**src/verilog/rst_standby_pkg.sv**
```systemverilog
// Constants and carrier types for the reset and standby controller
package rst_standby_pkg;

  // Register indices, one aligned word each
  localparam logic [3:0] ADDR_OPTION  = 4'h0;
  localparam logic [3:0] ADDR_STANDBY = 4'h4;
  localparam logic [3:0] ADDR_STATUS  = 4'h8;
  localparam logic [3:0] ADDR_OSC     = 4'hc;

  // Option word field positions
  localparam int OPT_POR_LSB = 0;
  localparam int OPT_LVR_LSB = 4;
  localparam int OPT_LVR_EN  = 7;
  localparam int OPT_A_LEVEL = 8;
  localparam int OPT_B_LEVEL = 9;

  // Standby command codes
  localparam logic [1:0] CMD_PAUSE = 2'h1;
  localparam logic [1:0] CMD_DEEP  = 2'h2;
  localparam logic [1:0] CMD_XTAL  = 2'h3;

  // Reset values and monitor level counts
  localparam logic [9:0] OPTION_RST = 10'h000;
  localparam logic [2:0] OSC_RST    = 3'h1;
  localparam int         POR_LEVELS = 8;
  localparam int         LVR_LEVELS = 7;

  // Time the internal reset is held after its cause clears
  localparam int RST_HOLD_NS  = 40;
  localparam int CLK_NS       = 4;
  localparam int RST_HOLD_CYC = (RST_HOLD_NS + CLK_NS - 1) / CLK_NS;

  typedef enum logic [3:0] {
    RUN   = 4'b0001,
    PAUSE = 4'b0010,
    DEEP  = 4'b0100,
    XTAL  = 4'b1000
  } mode_t;

  typedef struct packed {
    logic ceramic;
    logic rc;
    logic crystal;
  } osc_t;

  typedef struct packed {
    logic ext_irq_a;
    logic ext_irq_b;
    logic ext_irq_c;
    logic ext_irq_d;
    logic ext_irq_e;
    logic port0;
    logic base_timer;
    logic other;
  } irq_t;

endpackage : rst_standby_pkg

```
**src/verilog/reset_and_standby_control.sv**
```systemverilog
// Reset sources, supply monitors and the three standby states
`timescale 1ns/10ps
module reset_and_standby_control
  import rst_standby_pkg::*;
(
  // Clock and reset
  input  wire logic        clock,
  input  wire logic        reset,
  // Pins, analog monitors, watchdog and interrupt inputs
  input  wire logic        reset_pin_n,
  input  wire logic        supply_powered,
  input  wire logic [7:0]  supply_above_por,
  input  wire logic [6:0]  supply_below_lvr,
  input  wire logic        wdt_overflow,
  input  wire irq_t        irq_pending,
  // Register port
  input  wire logic [3:0]  reg_addr,
  input  wire logic [31:0] reg_wdata,
  input  wire logic        reg_write,
  input  wire logic        reg_read,
  output logic      [31:0] reg_rdata,
  // Core control
  output logic             system_reset,
  output logic             cpu_run,
  output logic             periph_run,
  output logic             base_timer_run,
  output logic             irq_service,
  output osc_t             osc_enable
);

  typedef struct packed {
    logic        meta_pin;
    logic        sync_pin;
    logic [7:0]  meta_por;
    logic [7:0]  sync_por;
    logic [6:0]  meta_lvr;
    logic [6:0]  sync_lvr;
    logic        meta_pwr;
    logic        sync_pwr;
    logic        meta_wdt;
    logic        sync_wdt;
    logic        por_done;
    logic [3:0]  hold_cnt;
    logic        sys_rst;
    mode_t       mode;
    logic [9:0]  option;
    osc_t        osc;
    logic        xtal_selected;
    logic [2:0]  cause;
    logic        cpu_run;
    logic        periph_run;
    logic        bt_run;
    logic        irq_service;
    logic [31:0] rdata;
  } state_t;

  state_t st_r, st_nxt;

  logic [2:0] por_sel;
  logic [2:0] lvr_sel;
  logic       por_low;
  logic       lvr_low;
  logic       any_reset;
  logic       stop_wake;
  logic       lvl_a;
  logic       lvl_b;

  always_comb begin
    st_nxt = st_r;
    // Two stages per pin; only the second stage is read by logic
    st_nxt.meta_pin = reset_pin_n;
    st_nxt.sync_pin = st_r.meta_pin;
    st_nxt.meta_por = supply_above_por;
    st_nxt.sync_por = st_r.meta_por;
    st_nxt.meta_lvr = supply_below_lvr;
    st_nxt.sync_lvr = st_r.meta_lvr;
    st_nxt.meta_pwr = supply_powered;
    st_nxt.sync_pwr = st_r.meta_pwr;
    st_nxt.meta_wdt = wdt_overflow;
    st_nxt.sync_wdt = st_r.meta_wdt;

    por_sel = st_r.option[OPT_POR_LSB +: 3];
    lvr_sel = st_r.option[OPT_LVR_LSB +: 3];
    lvl_a   = st_r.option[OPT_A_LEVEL];
    lvl_b   = st_r.option[OPT_B_LEVEL];

    // Threshold stays active until the supply first passes the chosen level
    por_low = !st_r.por_done && !st_r.sync_por[por_sel];
    // Code seven is not a level; it reads as the top threshold
    lvr_low = st_r.option[OPT_LVR_EN] &&
              st_r.sync_lvr[(lvr_sel == 3'h7) ? 3'h6 : lvr_sel];
    any_reset = por_low || lvr_low || !st_r.sync_pin || st_r.sync_wdt;

    // A slipped power flag only clears once supply is fully gone
    if (!st_r.sync_pwr) begin
      st_nxt.por_done = 1'b0;
    end else if (st_r.sync_por[por_sel]) begin
      st_nxt.por_done = 1'b1;
    end

    stop_wake = (irq_pending.ext_irq_a && lvl_a) || (irq_pending.ext_irq_b && lvl_b) ||
                irq_pending.ext_irq_c || irq_pending.ext_irq_d || irq_pending.ext_irq_e ||
                irq_pending.port0;

    st_nxt.rdata = 32'h0000_0000;
    st_nxt.irq_service = 1'b0;

    if (any_reset) begin
      // Reset wake beats any interrupt wake in the same cycle
      st_nxt.sys_rst  = 1'b1;
      st_nxt.hold_cnt = 4'(RST_HOLD_CYC);
      st_nxt.mode     = RUN;
      st_nxt.osc      = '{ceramic: 1'b0, rc: st_r.osc.rc, crystal: 1'b0};
      st_nxt.xtal_selected = 1'b0;
      st_nxt.cause    = {lvr_low || por_low, st_r.sync_wdt, !st_r.sync_pin};
    end else if (st_r.sys_rst) begin
      if (st_r.hold_cnt == 4'h0) begin
        st_nxt.sys_rst = 1'b0;
        st_nxt.osc.ceramic = 1'b1;
      end else begin
        st_nxt.hold_cnt = st_r.hold_cnt - 4'h1;
      end
    end else begin
      unique case (st_r.mode)
        RUN: begin
          if (reg_write && reg_addr == ADDR_STANDBY) begin
            unique case (reg_wdata[1:0])
              CMD_PAUSE: st_nxt.mode = PAUSE;
              CMD_DEEP: begin
                st_nxt.mode = DEEP;
                st_nxt.osc  = '{ceramic: 1'b0, rc: 1'b0, crystal: 1'b0};
              end
              CMD_XTAL: begin
                // Refused unless the crystal is the selected source
                if (st_r.xtal_selected) begin
                  st_nxt.mode = XTAL;
                  st_nxt.osc.ceramic = 1'b0;
                  st_nxt.osc.rc      = 1'b0;
                end
              end
              default: ;
            endcase
          end
          if (reg_write && reg_addr == ADDR_OSC) begin
            st_nxt.osc = reg_wdata[2:0];
            st_nxt.xtal_selected = reg_wdata[3];
          end
          if (reg_write && reg_addr == ADDR_OPTION) begin
            st_nxt.option = reg_wdata[9:0];
          end
        end
        PAUSE: begin
          if (|irq_pending) begin
            st_nxt.mode = RUN;
            st_nxt.irq_service = 1'b1;
          end
        end
        DEEP: begin
          if (stop_wake) begin
            // Only the ceramic oscillator comes back; software must reselect the others
            st_nxt.mode = RUN;
            st_nxt.osc.ceramic = 1'b1;
            st_nxt.irq_service = 1'b1;
          end
        end
        XTAL: begin
          if (stop_wake || irq_pending.base_timer) begin
            st_nxt.mode = RUN;
            st_nxt.osc.ceramic = 1'b1;
            st_nxt.irq_service = 1'b1;
          end
        end
      endcase
    end

    st_nxt.cpu_run    = !st_nxt.sys_rst && st_nxt.mode == RUN;
    st_nxt.periph_run = !st_nxt.sys_rst && (st_nxt.mode == RUN || st_nxt.mode == PAUSE);
    st_nxt.bt_run     = st_nxt.periph_run || (!st_nxt.sys_rst && st_nxt.mode == XTAL);

    if (reg_read) begin
      unique case (reg_addr)
        ADDR_OPTION:  st_nxt.rdata = {22'h0, st_r.option};
        ADDR_STANDBY: st_nxt.rdata = {28'h0, st_r.mode};
        ADDR_STATUS:  st_nxt.rdata = {28'h0, st_r.cause, st_r.sys_rst};
        ADDR_OSC:     st_nxt.rdata = {28'h0, st_r.xtal_selected, st_r.osc};
        default:      st_nxt.rdata = 32'h0000_0000;
      endcase
    end
  end

  always_ff @(posedge clock) begin
    if (reset) begin
      st_r          <= '0;
      st_r.sync_pin <= 1'b1;
      st_r.meta_pin <= 1'b1;
      st_r.sys_rst  <= 1'b1;
      st_r.hold_cnt <= 4'(RST_HOLD_CYC);
      st_r.mode     <= RUN;
      st_r.option   <= OPTION_RST;
      st_r.osc      <= '0;
    end else begin
      st_r <= st_nxt;
    end
  end

  assign reg_rdata      = st_r.rdata;
  assign system_reset   = st_r.sys_rst;
  assign cpu_run        = st_r.cpu_run;
  assign periph_run     = st_r.periph_run;
  assign base_timer_run = st_r.bt_run;
  assign irq_service    = st_r.irq_service;
  assign osc_enable     = st_r.osc;

endmodule : reset_and_standby_control

```
**config.mk**
```make
export PLATFORM = sky130hd
export DESIGN_NAME = reset_and_standby_control
export DESIGN_NICKNAME = d
export VERILOG_FILES = /design/src/verilog/rst_standby_pkg.sv /design/src/verilog/reset_and_standby_control.sv
export SDC_FILE = /design/constraint.sdc
export NUM_CORES = 1
export LEC_CHECK = 0
export ABC_AREA = 1
export BUFFER_PORTS_ARGS = -buffer_cell sky130_fd_sc_hd__buf_2
export CAP_MARGIN = 10
export CORE_MARGIN = 3
export CORE_UTILIZATION = 51
export DETAILED_ROUTE_END_ITERATION = 12
export PLACE_DENSITY_LB_ADDON = 0.25
export SLEW_MARGIN = 30
export SYNTH_ARGS = -nofsm -noshare
export SYNTH_HDL_FRONTEND = slang
export SYNTH_SLANG_ARGS = --single-unit
```
**constraint.sdc**
```tcl
create_clock -name clock -period 1.7 [get_ports clock]
set_input_delay 0.17 -clock clock [delete_from_list [all_inputs] [get_ports clock]]
set_output_delay 0.17 -clock clock [all_outputs]
set_load 0.05 [all_outputs]
```
==> metrics.md <==
| Metric | Value |
|---|---|
| Seq cells post-synth | `77` |
| Synth area leaders | `dfxtp_1 (45%), inv_1 (8.0%), buf_4 (7.8%), nor2_1 (7.4%), nand2_1 (7.0%)` |
| Area Growth Syn to Fin | `14.7%` |
| Starting Density | `53.3%` |
| Initial antenna violation count | `0` |
| CP Capture Type | `register` |
| Post-synth EDFFs | `0` |
| Clock sink count | `77` |
| CP Cell Sequence | `inv_2 > nand2_1 > nand3_1 > nand3_1 > nand3_2 > nand2_4 > nor2_8 > nand2_2 > buf_12 > o21ai_1 > a21oi_1` |
| CP required | `1.94 ns` |
| Via density | `4.68` |
| Final worst slack | `~0.13 ns` |
| First-pass GRT wire length | `around 11000 µm` |
| Clock-pin slew on the worst setup and hold paths | `approximately 0.090 ns` |
| Core Area | `~0.0065 mm²` |
| GP Congestion | `between 0.8 and 0.9` |
| Kind of critical path | `reg2reg` |
| Status | `finished, final reports clean` |
| Worst vdd ir | `around 480 µV` |
| Overflow after GRT | `0` |
| Number of global-route vias before repair | `between 2000 and 3000` |
| Setup crit start kind | `register` |
| Clk buf depth | `2` |
| Top cell type's share of synthesized area | `44.8%` |
| Synth cell count leaders | `dfxtp_1 (77), inv_1 (73), nor2_1 (68)` |
| Io pins | `106` |
| Syn Std Cell Area | `around 0.0034 mm²` |
| Post-layout min period | `1.57 ns` |
| Layout cells sized above 1 | `between 20% and 30%` |
| Starting DRT DRC Count | `~190` |
| Yosys cell types | `35` |
| Setup TNS | `0 ns` |
| Latest clock arrival within the worst-skew pair | `~0.36 ns` |
| Setup violators final | `0` |
| Cell taking the most area after synthesis | `dfxtp_1` |
| Drt pass-1 iters | `4` |
| Lkg Pwr | `between 0.0015 and 0.002 µW` |
| Drt drc | `0` |
| Synth Warn # | `0` |
| # nets final | `between 500 and 600` |
| Power per cell area | `roughly 900 mW/mm²` |
| Port Buffers | `roughly 60` |
| Max Freq | `around 640 MHz` |
| Worst-path maximum fanout | `20` |
| Worst Skew | `~0.012 ns` |
| Post-DP HPWL | `slightly above 5000 µm` |
| Die Ht | `between 80 and 90 µm` |
| Pre-CTS setup slack | `around 0.10 ns` |
| CTS tree | `built` |
| Post-Syn Instances | `458` |
| CP max stage delay | `about 0.36 ns` |
| Register area share after synthesis | `44.8%` |
| DIE AREA | `roughly 0.0078 mm²` |
| Routed WL per cell | `~11 µm` |
| Num CTS Buffers | `9` |
| H-tree Lvls | `3` |
| DRT Wirelength | `around 7000 µm` |
| Slew Viols, Final | `0` |
| Ys async rst share | `0%` |
| Fin crit share | `92.2%` |
| Number of diodes | `0` |
| Main flop type after synthesis | `dfxtp_1` |
| Die Width | `~88 µm` |
| Slowest CP cell | `dfxtp_2` |
| Root Driver | `clkbuf_8` |
| Critical path data arrival time | `1.81 ns` |
| Critical path's most frequent cell | `nand3_1` |
| Largest net degree at the start of global routing | `a little over 40` |
| Max Cap Viol | `0` |
| Routed vias | `2812` |
| Row count | `29` |
| Min-delay worst type | `in2reg` |
| Total track usage | `between 15 and 20%` |
| Syn avg cell area | `between 7 and 8 µm²` |
| Most frequent cell after synthesis | `dfxtp_1` |
| Hold Vio Cnt, Final | `0` |
| Remaining antenna violation count | `0` |
==> worst paths after layout <==
path,from,to,slack [ns],cells past startpoint
max,por_sel[0]$_SDFFE_PP0P_,lvl_b$_SDFFE_PP0P_,0.13,11
min,supply_below_lvr[5],st_nxt[72]$_SDFF_PP0_,0.01,3
max reg2reg,por_sel[0]$_SDFFE_PP0P_,lvl_b$_SDFFE_PP0P_,0.13,11
min reg2reg,st_nxt[87]$_SDFF_PP0_,st_r[87]$_SDFF_PP0_,0.39,2
==> logic make-up (layout without fill, tap and decap cells) <==
group | count (synthesis) | in the layout | share of synthesized area, %
other | 1 | 22 | 0.109
AO/OA/AOI/OAI | 55 | 55 | 9.05
flip-flops | 77 | 77 | 44.8
AND/OR/NAND/NOR | 195 | 195 | 26.9
XOR/XNOR | 1 | 1 | 0.254
adder cells (fa/ha/maj) | 1 | 1 | 0.363
buffers and inverters | 128 | 173 | 18.6
==> worst max-delay path: cells and delay by family (launching register included) <==
kind | cells | cell delay, ns
AOI/OAI and AO/OA | 2 | 0.18
buffers and inverters | 2 | 0.26
DFF | 1 | 0.36
and+or+nand+nor | 7 | 0.66
==> routing by layer <==
metal	vias up	wire length [µm]	GRT usage (%)
met3	14	488	4.14
met5	-	0	0
met1	1201	3260	23.7
met4	0	137	8.93
li1	1483	-	-
met2	114	2980	29.0
==> sequential cells by signal (all words and copies together) (netlist names) <==
name / flops
reg_rdata: 10
base_timer_run: 1
st_nxt: 18
lvl_a: 1
periph_run: 1
irq_service: 1
lvl_b: 1
st_r: 33
por_sel: 3
cpu_run: 1
lvr_sel: 3
system_reset: 1
osc_enable: 3
==> repair_timing <==
item / 4_1_cts / 5_1_grt
gates resized for setup: 0 / 11
hold endpoints to repair: 7 / 0
hold buffers: 7 / 0
endpoints found under the setup margin: 0 / 15
setup buffers: 0 / 2
==> final cells by class <==
type	count	area, µm²
repair buffers	75	440
clock inverters	6	55.1
fillers	583	2510
inverters	82	308
flip-flops and latches	77	1550
multi-input cells	274	1360
clock buffers	10	138
well taps	77	96.3
==> cells in the final DEF (no fill, tap or decap), types with 3 or more instances in the layout <==
cell type	netlist	routed
a21oi_1	23	23
a221oi_1	4	4
buf_2	1	61
buf_4	36	6
clkbuf_8	0	10
conb_1	1	22
dfxtp_1	77	71
dfxtp_2	0	5
dlygate4sd3_1	0	7
inv_1	73	73
inv_2	8	8
nand2_1	64	64
nand2_2	6	6
nand3_1	22	22
nand3_2	8	8
nand4_1	5	5
nor2_1	68	67
nor2_2	3	4
nor2_4	3	3
nor3_1	10	9
o21ai_0	7	7
o21ai_1	11	9
o21ai_2	1	3
o22ai_1	4	4
==> per-stage QoR <==
stage	area (µm²)	power (µW)	std cells	utilization (%)	hold WS, ns
4_1_cts	3910	3520	599	60.5	0.000328
6_report	3950	3500	601	61.2	0.00973
3_3_place_gp	3640	2200	576	56.4	0.354
5_1_grt	3950	3640	601	61.2	0.00396
3_5_place_dp	3640	2200	576	56.4	0.357
2_1_floorplan	3520	2160	479	-	0.274
==> report_power, final <==
group	leakage (µW)	internal (µW)	total, µW	switching, µW
Clock	0.0000929	597	1320	723
Combinational	0.00124	92.3	320	228
Sequential	0.000630	1850	1860	13.3
No activity file was read; power rests on OpenSTA's default activity.
